$ cat src/logic/cpr_pkg.sv
package cpr_pkg;
  // Clock period, in ns
  localparam int unsigned CLK_PERIOD_NS = 10;
  // Lock settling time, in microseconds
  localparam int unsigned PLL_SETTLE_US = 100;
  localparam int unsigned PLL_SETTLE_CYC = (PLL_SETTLE_US * 1000) / CLK_PERIOD_NS;
  // Shortest external reset pulse that must be caught, in ns
  localparam int unsigned RST_PULSE_NS = 50;
  localparam int unsigned RST_PULSE_CYC = (RST_PULSE_NS + CLK_PERIOD_NS - 1) / CLK_PERIOD_NS;
  // Chip reset stretch after every source falls away
  localparam logic [3:0] RST_STRETCH = 4'h8;
  // PLL multiplier range
  localparam logic [5:0] PLL_MSEL_MIN = 6'h01;
  localparam logic [5:0] PLL_MSEL_MAX = 6'h20;
  // Watchdog oscillator setting reset value, in kHz steps
  localparam logic [11:0] WDOSC_FREQ_RST = 12'h05e;
  // Boot vector
  localparam logic [31:0] BOOT_VECTOR = 32'h0000_0000;
  // Number of peripherals, one clock gate each
  localparam int unsigned NUM_PERIPH = 16;

  typedef enum logic [1:0] {
    SRC_IRC   = 2'h0,
    SRC_SYSOSC = 2'h1,
    SRC_WDOSC = 2'h2,
    SRC_MAIN  = 2'h3
  } clk_src_t;

  typedef enum logic [1:0] {
    PDIV_2  = 2'h0,
    PDIV_4  = 2'h1,
    PDIV_8  = 2'h2,
    PDIV_16 = 2'h3
  } pll_pdiv_t;

  // Gray coded power states along the usual path
  typedef enum logic [2:0] {
    PM_RUN        = 3'b000,
    PM_SLEEP      = 3'b001,
    PM_DEEP_SLEEP = 3'b011,
    PM_POWER_DOWN = 3'b010,
    PM_DEEP_PD    = 3'b110
  } pm_state_t;

  typedef enum logic [1:0] {
    PLL_OFF    = 2'b00,
    PLL_SETTLE = 2'b01,
    PLL_LOCKED = 2'b11
  } pll_state_t;
endpackage

$ cat src/logic/cpr_if.sv
`timescale 1ns/10ps
interface cpr_if;
  import cpr_pkg::*;
  // Clock selection and PLL settings from the core side
  clk_src_t main_sel;
  clk_src_t clock_output_pin_sel;
  logic sys_pll_en;
  logic usb_pll_en;
  logic [5:0] pll_msel;
  pll_pdiv_t pll_pdiv;
  logic [NUM_PERIPH-1:0] periph_gate;
  logic [11:0] wdosc_freq;
  // Power control
  pm_state_t pm_req;
  logic pm_req_valid;
  logic dpd_lock;
  logic wd_keep;
  logic bod_keep;
  logic [1:0] bod_int_lvl;
  logic [1:0] bod_rst_lvl;
  logic bod_rst_en;
  // Device reports
  logic sys_pll_lock;
  logic usb_pll_lock;
  pm_state_t pm_state;
  logic core_clk_en;
  logic [NUM_PERIPH-1:0] periph_clk_en;
  logic bod_int;
  logic chip_rst_n;
  logic [31:0] boot_addr;
  clk_src_t main_active;

  modport device (
    input main_sel, clock_output_pin_sel, sys_pll_en, usb_pll_en, pll_msel, pll_pdiv, periph_gate, wdosc_freq,
    input pm_req, pm_req_valid, dpd_lock, wd_keep, bod_keep, bod_int_lvl, bod_rst_lvl, bod_rst_en,
    output sys_pll_lock, usb_pll_lock, pm_state, core_clk_en, periph_clk_en, bod_int, chip_rst_n,
    output boot_addr, main_active
  );
  modport host (
    output main_sel, clock_output_pin_sel, sys_pll_en, usb_pll_en, pll_msel, pll_pdiv, periph_gate, wdosc_freq,
    output pm_req, pm_req_valid, dpd_lock, wd_keep, bod_keep, bod_int_lvl, bod_rst_lvl, bod_rst_en,
    input sys_pll_lock, usb_pll_lock, pm_state, core_clk_en, periph_clk_en, bod_int, chip_rst_n,
    input boot_addr, main_active
  );
endinterface

$ cat src/logic/cpr_device.sv
`timescale 1ns/10ps
module cpr_device
  import cpr_pkg::*;
#(
  parameter int unsigned SETTLE_CYC = PLL_SETTLE_CYC
) (
  // Clock and reset
  input wire logic clk_i,
  input wire logic rstn_i,
  // Reset and wake sources
  input wire logic ext_rst_n_i,
  input wire logic wdt_rst_i,
  input wire logic por_i,
  input wire logic irq_i,
  input wire logic gpio_wake_i,
  input wire logic wdt_irq_i,
  input wire logic usb_act_i,
  input wire logic wake_pin_n_i,
  input wire logic [1:0] vdd_level_i,
  // Oscillator enables and clock output select
  output logic irc_on_o,
  output logic sysosc_on_o,
  output logic wdosc_on_o,
  output logic bod_on_o,
  output logic flash_on_o,
  output logic [1:0] clock_output_pin_sel_o,
  output logic [11:0] wdosc_freq_o,
  // Core side
  cpr_if.device cif
);
  // ==========================================================
  // Reset merge
  logic ext_rst_seen_q;
  logic [3:0] rst_cnt_q;
  logic any_rst;
  // A pulse of one cycle is already caught, well within the shortest pulse
  assign any_rst = !ext_rst_n_i || wdt_rst_i || por_i || (cif.bod_rst_en && vdd_level_i <= cif.bod_rst_lvl);
  always_ff @(posedge clk_i or negedge rstn_i) begin
    if (!rstn_i) begin
      rst_cnt_q <= RST_STRETCH;
      ext_rst_seen_q <= 1'b1;
    end else if (any_rst) begin
      rst_cnt_q <= RST_STRETCH;
      ext_rst_seen_q <= 1'b1;
    end else if (rst_cnt_q != 4'h0) begin
      rst_cnt_q <= rst_cnt_q - 4'h1;
    end else begin
      ext_rst_seen_q <= 1'b0;
    end
  end
  always_ff @(posedge clk_i or negedge rstn_i) begin
    if (!rstn_i) begin
      cif.chip_rst_n <= 1'b0;
      cif.boot_addr <= BOOT_VECTOR;
    end else begin
      cif.chip_rst_n <= !ext_rst_seen_q;
      cif.boot_addr <= BOOT_VECTOR;
    end
  end
  logic rst_active;
  assign rst_active = ext_rst_seen_q;

  // ==========================================================
  // PLLs, identical system and USB
  function automatic logic settings_ok(input logic [5:0] m, input pll_pdiv_t p);
    // Only the four post-divide ratios exist; the smallest, 2, keeps the output duty cycle even
    settings_ok = (m >= PLL_MSEL_MIN) && (m <= PLL_MSEL_MAX) &&
                  (p inside {PDIV_2, PDIV_4, PDIV_8, PDIV_16});
  endfunction
  pll_state_t pll_q [2];
  logic [16:0] pll_cnt_q [2];
  logic [1:0] pll_en;
  assign pll_en = {cif.usb_pll_en, cif.sys_pll_en};
  // The loop divider and post-divider are analog; only legal settings arm lock
  for (genvar g = 0; g < 2; g++) begin : g_pll
    always_ff @(posedge clk_i or negedge rstn_i) begin
      if (!rstn_i) begin
        pll_q[g] <= PLL_OFF;
        pll_cnt_q[g] <= 17'h0;
      end else if (rst_active || !pll_en[g] || !settings_ok(cif.pll_msel, cif.pll_pdiv)) begin
        pll_q[g] <= PLL_OFF;
        pll_cnt_q[g] <= 17'h0;
      end else begin
        case (pll_q[g])
          PLL_OFF: begin
            pll_q[g] <= PLL_SETTLE;
            pll_cnt_q[g] <= 17'h0;
          end
          PLL_SETTLE: begin
            if (pll_cnt_q[g] >= 17'(SETTLE_CYC - 1)) begin
              pll_q[g] <= PLL_LOCKED;
            end else begin
              pll_cnt_q[g] <= pll_cnt_q[g] + 17'h1;
            end
          end
          PLL_LOCKED: pll_q[g] <= PLL_LOCKED;
          default: pll_q[g] <= PLL_OFF;
        endcase
      end
    end
  end
  always_ff @(posedge clk_i or negedge rstn_i) begin
    if (!rstn_i) begin
      cif.sys_pll_lock <= 1'b0;
      cif.usb_pll_lock <= 1'b0;
    end else begin
      cif.sys_pll_lock <= pll_q[0] == PLL_LOCKED;
      cif.usb_pll_lock <= pll_q[1] == PLL_LOCKED;
    end
  end

  // ==========================================================
  // Main clock select, switched only at a quiet point
  logic [1:0] sw_cnt_q;
  always_ff @(posedge clk_i or negedge rstn_i) begin
    if (!rstn_i) begin
      cif.main_active <= SRC_IRC;
      sw_cnt_q <= 2'h0;
    end else if (rst_active || cif.pm_state == PM_DEEP_PD) begin
      cif.main_active <= SRC_IRC;
      sw_cnt_q <= 2'h0;
    end else if (cif.main_sel != cif.main_active) begin
      // Old source stays active for three cycles, while sw_cnt_q counts to 2, before the new one takes over
      sw_cnt_q <= sw_cnt_q + 2'h1;
      if (sw_cnt_q == 2'h2) begin
        cif.main_active <= cif.main_sel;
        sw_cnt_q <= 2'h0;
      end
    end else begin
      sw_cnt_q <= 2'h0;
    end
  end
  always_ff @(posedge clk_i or negedge rstn_i) begin
    if (!rstn_i) begin
      clock_output_pin_sel_o <= SRC_IRC;
      wdosc_freq_o <= WDOSC_FREQ_RST;
    end else begin
      clock_output_pin_sel_o <= cif.clock_output_pin_sel;
      wdosc_freq_o <= cif.wdosc_freq;
    end
  end

  // ==========================================================
  // Power state machine
  logic wake_ev;
  assign wake_ev = gpio_wake_i || wdt_irq_i || usb_act_i || any_rst;
  always_ff @(posedge clk_i or negedge rstn_i) begin
    if (!rstn_i) begin
      cif.pm_state <= PM_RUN;
    end else if (rst_active) begin
      cif.pm_state <= PM_RUN;
    end else begin
      case (cif.pm_state)
        PM_RUN: begin
          if (cif.pm_req_valid && !(cif.pm_req == PM_DEEP_PD && cif.dpd_lock)) begin
            cif.pm_state <= cif.pm_req;
          end
        end
        PM_SLEEP: if (irq_i || wake_ev) cif.pm_state <= PM_RUN;
        PM_DEEP_SLEEP, PM_POWER_DOWN: if (wake_ev) cif.pm_state <= PM_RUN;
        PM_DEEP_PD: if (!wake_pin_n_i) cif.pm_state <= PM_RUN;
        default: cif.pm_state <= PM_RUN;
      endcase
    end
  end

  // ==========================================================
  // Clock and power enables per state
  always_ff @(posedge clk_i or negedge rstn_i) begin
    if (!rstn_i) begin
      cif.core_clk_en <= 1'b0;
      cif.periph_clk_en <= '0;
      irc_on_o <= 1'b1;
      sysosc_on_o <= 1'b0;
      wdosc_on_o <= 1'b0;
      bod_on_o <= 1'b1;
      flash_on_o <= 1'b1;
    end else begin
      cif.core_clk_en <= !rst_active && cif.pm_state == PM_RUN;
      cif.periph_clk_en <= (cif.pm_state inside {PM_RUN, PM_SLEEP}) ? cif.periph_gate : '0;
      irc_on_o <= rst_active || cif.pm_state inside {PM_RUN, PM_SLEEP, PM_DEEP_SLEEP};
      sysosc_on_o <= cif.pm_state inside {PM_RUN, PM_SLEEP};
      wdosc_on_o <= cif.pm_state inside {PM_RUN, PM_SLEEP} ||
                    (cif.wd_keep && cif.pm_state inside {PM_DEEP_SLEEP, PM_POWER_DOWN});
      bod_on_o <= cif.pm_state inside {PM_RUN, PM_SLEEP} ||
                  (cif.bod_keep && cif.pm_state inside {PM_DEEP_SLEEP, PM_POWER_DOWN});
      flash_on_o <= cif.pm_state inside {PM_RUN, PM_SLEEP, PM_DEEP_SLEEP};
    end
  end

  // ==========================================================
  // Brownout interrupt level
  always_ff @(posedge clk_i or negedge rstn_i) begin
    if (!rstn_i) begin
      cif.bod_int <= 1'b0;
    end else begin
      cif.bod_int <= bod_on_o && vdd_level_i <= cif.bod_int_lvl;
    end
  end
endmodule // cpr_device

$ cat src/flat_wrapper.sv
// flat-port wrapper written by rule: the top's interface ports become plain ports
module cpr_device_flat import cpr_pkg::*;
#(
  parameter int unsigned SETTLE_CYC = PLL_SETTLE_CYC
)
  (clk_i, rstn_i, ext_rst_n_i, wdt_rst_i, por_i, irq_i, gpio_wake_i, wdt_irq_i, usb_act_i, wake_pin_n_i, vdd_level_i, irc_on_o, sysosc_on_o, wdosc_on_o, bod_on_o, flash_on_o, clock_output_pin_sel_o, wdosc_freq_o, cif_main_sel, cif_clock_output_pin_sel, cif_sys_pll_en, cif_usb_pll_en, cif_pll_msel, cif_pll_pdiv, cif_periph_gate, cif_wdosc_freq, cif_pm_req, cif_pm_req_valid, cif_dpd_lock, cif_wd_keep, cif_bod_keep, cif_bod_int_lvl, cif_bod_rst_lvl, cif_bod_rst_en, cif_sys_pll_lock, cif_usb_pll_lock, cif_pm_state, cif_core_clk_en, cif_periph_clk_en, cif_bod_int, cif_chip_rst_n, cif_boot_addr, cif_main_active);
  cpr_if cif_i ();
  input wire logic clk_i;
  input wire logic rstn_i;
  input wire logic ext_rst_n_i;
  input wire logic wdt_rst_i;
  input wire logic por_i;
  input wire logic irq_i;
  input wire logic gpio_wake_i;
  input wire logic wdt_irq_i;
  input wire logic usb_act_i;
  input wire logic wake_pin_n_i;
  input wire logic [1:0] vdd_level_i;
  output logic irc_on_o;
  output logic sysosc_on_o;
  output logic wdosc_on_o;
  output logic bod_on_o;
  output logic flash_on_o;
  output logic [1:0] clock_output_pin_sel_o;
  output logic [11:0] wdosc_freq_o;
  input wire logic [$bits(cif_i.main_sel)-1:0] cif_main_sel;
  input wire logic [$bits(cif_i.clock_output_pin_sel)-1:0] cif_clock_output_pin_sel;
  input wire logic [$bits(cif_i.sys_pll_en)-1:0] cif_sys_pll_en;
  input wire logic [$bits(cif_i.usb_pll_en)-1:0] cif_usb_pll_en;
  input wire logic [$bits(cif_i.pll_msel)-1:0] cif_pll_msel;
  input wire logic [$bits(cif_i.pll_pdiv)-1:0] cif_pll_pdiv;
  input wire logic [$bits(cif_i.periph_gate)-1:0] cif_periph_gate;
  input wire logic [$bits(cif_i.wdosc_freq)-1:0] cif_wdosc_freq;
  input wire logic [$bits(cif_i.pm_req)-1:0] cif_pm_req;
  input wire logic [$bits(cif_i.pm_req_valid)-1:0] cif_pm_req_valid;
  input wire logic [$bits(cif_i.dpd_lock)-1:0] cif_dpd_lock;
  input wire logic [$bits(cif_i.wd_keep)-1:0] cif_wd_keep;
  input wire logic [$bits(cif_i.bod_keep)-1:0] cif_bod_keep;
  input wire logic [$bits(cif_i.bod_int_lvl)-1:0] cif_bod_int_lvl;
  input wire logic [$bits(cif_i.bod_rst_lvl)-1:0] cif_bod_rst_lvl;
  input wire logic [$bits(cif_i.bod_rst_en)-1:0] cif_bod_rst_en;
  output wire logic [$bits(cif_i.sys_pll_lock)-1:0] cif_sys_pll_lock;
  output wire logic [$bits(cif_i.usb_pll_lock)-1:0] cif_usb_pll_lock;
  output wire logic [$bits(cif_i.pm_state)-1:0] cif_pm_state;
  output wire logic [$bits(cif_i.core_clk_en)-1:0] cif_core_clk_en;
  output wire logic [$bits(cif_i.periph_clk_en)-1:0] cif_periph_clk_en;
  output wire logic [$bits(cif_i.bod_int)-1:0] cif_bod_int;
  output wire logic [$bits(cif_i.chip_rst_n)-1:0] cif_chip_rst_n;
  output wire logic [$bits(cif_i.boot_addr)-1:0] cif_boot_addr;
  output wire logic [$bits(cif_i.main_active)-1:0] cif_main_active;
  assign cif_i.main_sel = cif_main_sel;
  assign cif_i.clock_output_pin_sel = cif_clock_output_pin_sel;
  assign cif_i.sys_pll_en = cif_sys_pll_en;
  assign cif_i.usb_pll_en = cif_usb_pll_en;
  assign cif_i.pll_msel = cif_pll_msel;
  assign cif_i.pll_pdiv = cif_pll_pdiv;
  assign cif_i.periph_gate = cif_periph_gate;
  assign cif_i.wdosc_freq = cif_wdosc_freq;
  assign cif_i.pm_req = cif_pm_req;
  assign cif_i.pm_req_valid = cif_pm_req_valid;
  assign cif_i.dpd_lock = cif_dpd_lock;
  assign cif_i.wd_keep = cif_wd_keep;
  assign cif_i.bod_keep = cif_bod_keep;
  assign cif_i.bod_int_lvl = cif_bod_int_lvl;
  assign cif_i.bod_rst_lvl = cif_bod_rst_lvl;
  assign cif_i.bod_rst_en = cif_bod_rst_en;
  assign cif_sys_pll_lock = cif_i.sys_pll_lock;
  assign cif_usb_pll_lock = cif_i.usb_pll_lock;
  assign cif_pm_state = cif_i.pm_state;
  assign cif_core_clk_en = cif_i.core_clk_en;
  assign cif_periph_clk_en = cif_i.periph_clk_en;
  assign cif_bod_int = cif_i.bod_int;
  assign cif_chip_rst_n = cif_i.chip_rst_n;
  assign cif_boot_addr = cif_i.boot_addr;
  assign cif_main_active = cif_i.main_active;
  cpr_device #(.SETTLE_CYC(SETTLE_CYC)) u_core (.clk_i(clk_i), .rstn_i(rstn_i), .ext_rst_n_i(ext_rst_n_i), .wdt_rst_i(wdt_rst_i), .por_i(por_i), .irq_i(irq_i), .gpio_wake_i(gpio_wake_i), .wdt_irq_i(wdt_irq_i), .usb_act_i(usb_act_i), .wake_pin_n_i(wake_pin_n_i), .vdd_level_i(vdd_level_i), .irc_on_o(irc_on_o), .sysosc_on_o(sysosc_on_o), .wdosc_on_o(wdosc_on_o), .bod_on_o(bod_on_o), .flash_on_o(flash_on_o), .clock_output_pin_sel_o(clock_output_pin_sel_o), .wdosc_freq_o(wdosc_freq_o), .cif(cif_i));
endmodule
$ cat config.mk
export PLATFORM = sky130hd
export DESIGN_NAME = cpr_device_flat
export DESIGN_NICKNAME = d
export VERILOG_FILES = /design/src/logic/cpr_pkg.sv /design/src/logic/cpr_if.sv /design/src/logic/cpr_device.sv /design/src/flat_wrapper.sv
export SDC_FILE = /design/constraint.sdc
export NUM_CORES = 1
export LEC_CHECK = 0
export BUFFER_PORTS_ARGS = -buffer_cell sky130_fd_sc_hd__buf_2
export CAP_MARGIN = 20
export CORE_MARGIN = 2
export CORE_UTILIZATION = 57
export CTS_BUF_LIST = sky130_fd_sc_hd__clkbuf_8
export CTS_CLUSTER_SIZE = 30
export DETAILED_ROUTE_END_ITERATION = 12
export GPL_TIMING_DRIVEN = 0
export PLACE_DENSITY = 0.86
export SETUP_SLACK_MARGIN = 0.05
export SYNTH_ARGS = -nofsm -noshare
export SYNTH_HDL_FRONTEND = slang
export SYNTH_SLANG_ARGS = --single-unit
export TNS_END_PERCENT = 30
$ cat constraint.sdc
create_clock -name clk_i -period 6.7 [get_ports clk_i]
set_input_delay 1.005 -clock clk_i [delete_from_list [all_inputs] [get_ports clk_i]]
set_output_delay 1.005 -clock clk_i [all_outputs]
set_load 0.03 [all_outputs]
==> results_dict.tcl <==
set metrics [dict create \
    hold_start "u_core.sw_cnt_q[0]" \
    grt_util_met3_pct 6.14 \
    grt_pass1_vias 3665 \
    finClkSkew_ns 0.0109 \
    antenna_found_initial 0 \
    final-seq-area_mm2 0.00226 \
    synth-main-ff-cell "dfrtp_1" \
    fillerInstances 536 \
    hp-class "flop to flop" \
    async_flop_share_pct 100 \
    max_freq_mhz 356 \
    critical_path.max_stage_delay_ns 0.54 \
    fp.dieW_um 91.4 \
    clk_path_buf_depth 2 \
    grt_max_degree 49 \
    die_h_um 91.4 \
    reg2reg_to "u_core.pll_cnt_q[9]" \
    multi_input_area_mm2 0.00183 \
    drc 0 \
    fin_setup_tns_ns 0 \
    postCtsSetupRepairBufs 0 \
    post-route-cell-area_mm2 0.00538 \
    status "finished clean" \
    fp.coreArea_mm2 0.00733 \
    synth-edff-count 0 \
    num_antenna_cells 0 \
    met1_usage_pct 29.2 \
    required_ns 6.97 \
    cts_resized 0 \
    drive_gt1_share_pct 31.1 \
    cp_cell_sequence "buf_2 -> or4_4 -> or3_4 -> a21oi_2 -> o21ai_0 -> o32ai_1" \
    first_iter_violations 227 \
    fin_nets 651 \
    rr_worst_depth 6 \
    fin_crit_ns 2.81 \
    cts.htree.levels 3 \
    top_usage_layer "met2" \
    tritoncts "built" \
    area.growth.synth_to_final_pct 23.4 \
    clk_latency_ns 0.38 \
    synth_top_area_share_pct 46.0 \
    synth_cell_type_count 56 \
    overflow 0 \
    seq_area_frac_synth_pct 52.0 \
    slew_headroom_pct 49.4 \
    final_core_util_pct 73.3 \
    synthAdderAreaFrac_pct 2.30 \
    hold_path_end "u_core.sw_cnt_q[0]" \
    dieArea_mm2 0.00836 \
    slew_violations 0 \
    placed_area_mm2 0.00517 \
    hold_ws_ns 0.486 \
    r2r_setup_slack_ns 4.14 \
    start_util_pct 59.4 \
    maxCapViolations 0 \
    period_share_pct 41.9 \
    synth_area_mm2 0.00436 \
    rsz0062_at_grt "false" \
    vias 3713 \
    hold_viol 0 \
    met2_usage_pct 43.0 \
    arrival_ns 3.07 \
    io_pins 143 \
    yosys.area_share.simple_pct 21.7 \
    dr.pass1.iters 5 \
    routed_via_density 5.45 \
    routed_wl_um 9550 \
    powerDensity_mw_per_mm2 199 \
    critPathLaunch "cif_pll_msel[4]" \
    cts_root_buf "clkbuf_8" \
    cts-buffers-inserted 9 \
    worstMarginPinSlew_ns 0.752 \
    dpl.hpwl_um 7170 \
    synthCells 426 \
    ir_worst_vdd_mv 0.163 \
    start_kind "primary input" \
    yosys-top-cells-area "dfrtp_1 (46%), dfstp_2 (6.0%), buf_4 (5.5%)" \
    clock-sinks 90 \
    synth_xor_area_share_pct 0.603 \
    p_leak_nw 2.57 \
    path_clk_slew_ns 0.09 \
    ys_warn_count 0 \
    routabilityCongestion 0.903 \
    synth-compound-area-share_pct 12.9 \
    cpLargestDelayFamily "compound AO/OA/AOI/OAI gates" \
    num_rows 31 \
    ys_ff_latch 90 \
    synth_area_leader_cell "dfrtp_1" \
    crit_buf_inv 1 \
    total_power_w 0.00107 \
    ctsHoldBuffers 0 \
    holdPathStages 1 \
    io_buffer_count 108 \
    setup_viol 0 \
    wl_per_cell_um 14.0 \
    worstReg2RegStart "u_core.pll_cnt_q[11]" \
    syn-mean-instance-area_um2 10.2 \
    path_class "primary input to flop" \
    ant_nets 0 \
    track_usage_pct 24.6 \
    grt_pass1_wl_um 16700 \
    cp_max_fo 10 \
    synth_top_family_by_area "simple AND/OR/NAND/NOR gates" \
    synth_mux_area_share_pct 1.61 \
    endpoint_kind "flop" \
    critPathSlowestCell "or4_4" \
]
metrics by stage:
stage               setup WS, ns  std cells
floorplan                   3.81        457
global placement            3.58        664
detailed placement          3.54        665
CTS                         3.92        681
global route                3.74        681
finish                      3.89        681
worst max path at each step:
stage	end	cells after the start
2_1_floorplan	u_core.pll_cnt_q[21]	6
3_3_place_gp	u_core.pll_cnt_q[29]	6
3_5_place_dp	u_core.pll_cnt_q[29]	6
4_1_cts	u_core.pll_cnt_q[29]	6
5_1_grt	u_core.pll_cnt_q[29]	6
6_report	u_core.pll_cnt_q[29]	6
final cells by class:
| class | count | area share (%) |
|---|---|---|
| clock inverter | 7 | 1.58 |
| timing repair buffer | 109 | 10.6 |
| buffer | 47 | 5.66 |
| tap | 99 | 2.30 |
| inverter | 21 | 1.47 |
| clock buffer | 9 | 2.30 |
| multi-input combinational | 299 | 34.0 |
| sequential | 90 | 42.1 |
routing by layer:
layer	vias up	wire length, µm
met5	-	0
li1	1768	-
met1	1759	3700
met3	22	681
met4	0	189
met2	164	4970
cells in the mapped netlist (5+ instances only):
master and number:
a21oi_1 19, a31oi_1 9, inv_1 21, buf_4 32
o311ai_0 6, nand3_1 9, dfrtp_1 80, dfstp_2 10
nand4_1 6, and2_1 24, or4_1 12, nor2_1 25
ha_1 8, clkbuf_1 14, nor4_1 8, and3_1 7
or3_1 5, o21ai_0 13, o211ai_1 8, mux2i_1 7
nand2_1 38
where the power goes:
part	internal [W]	switching [W]
Clock	0.000180	0.000210
Sequential	0.000556	0.00000368
Combinational	0.0000439	0.0000786
state kept, by name (all words and copies together), names as in the netlist, 2 cells and up:
register / count
u_core.clock_output_pin_sel_o: 2
u_core.cif.periph_clk_en: 16
u_core.sw_cnt_q: 2
u_core.cif.pm_state: 3
u_core.wdosc_freq_o: 12
u_core.cif.main_active: 2
u_core.pll_cnt_q: 34
u_core.rst_cnt_q: 4
u_core.pll_q: 4
layout by cell type (no fill, tap or decap), drive strengths merged, types with 3 or more instances in the layout:
| cell type | netlist | final |
|---|---|---|
| a21oi | 20 | 20 |
| a31oi | 9 | 9 |
| a41oi | 3 | 3 |
| and2 | 24 | 24 |
| and3 | 7 | 7 |
| buf | 33 | 142 |
| clkbuf | 14 | 23 |
| conb | 1 | 32 |
| dfrtp | 80 | 80 |
| dfstp | 10 | 10 |
| ha | 8 | 8 |
| inv | 21 | 25 |
| mux2i | 7 | 7 |
| nand2 | 38 | 38 |
| nand2b | 4 | 4 |
| nand3 | 9 | 9 |
| nand3b | 4 | 4 |
| nand4 | 6 | 6 |
| nand4b | 3 | 3 |
| nor2 | 25 | 25 |
| nor2b | 3 | 3 |
| nor3 | 4 | 4 |
| nor4 | 8 | 8 |
| o211ai | 8 | 8 |
| o21ai | 15 | 15 |
| o311ai | 6 | 6 |
| o32ai | 3 | 3 |
| o41ai | 3 | 3 |
| or2 | 4 | 4 |
| or3 | 6 | 6 |
| or4 | 13 | 13 |
logic make-up after synthesis:
kind of cell / after synthesis
simple gates: 167
flops: 90
compound gates: 82
buf+inv: 68
fa+ha+maj: 8
mux: 7
xor+xnor: 3
other cells: 1
Power figures use the tool's default switching activity.
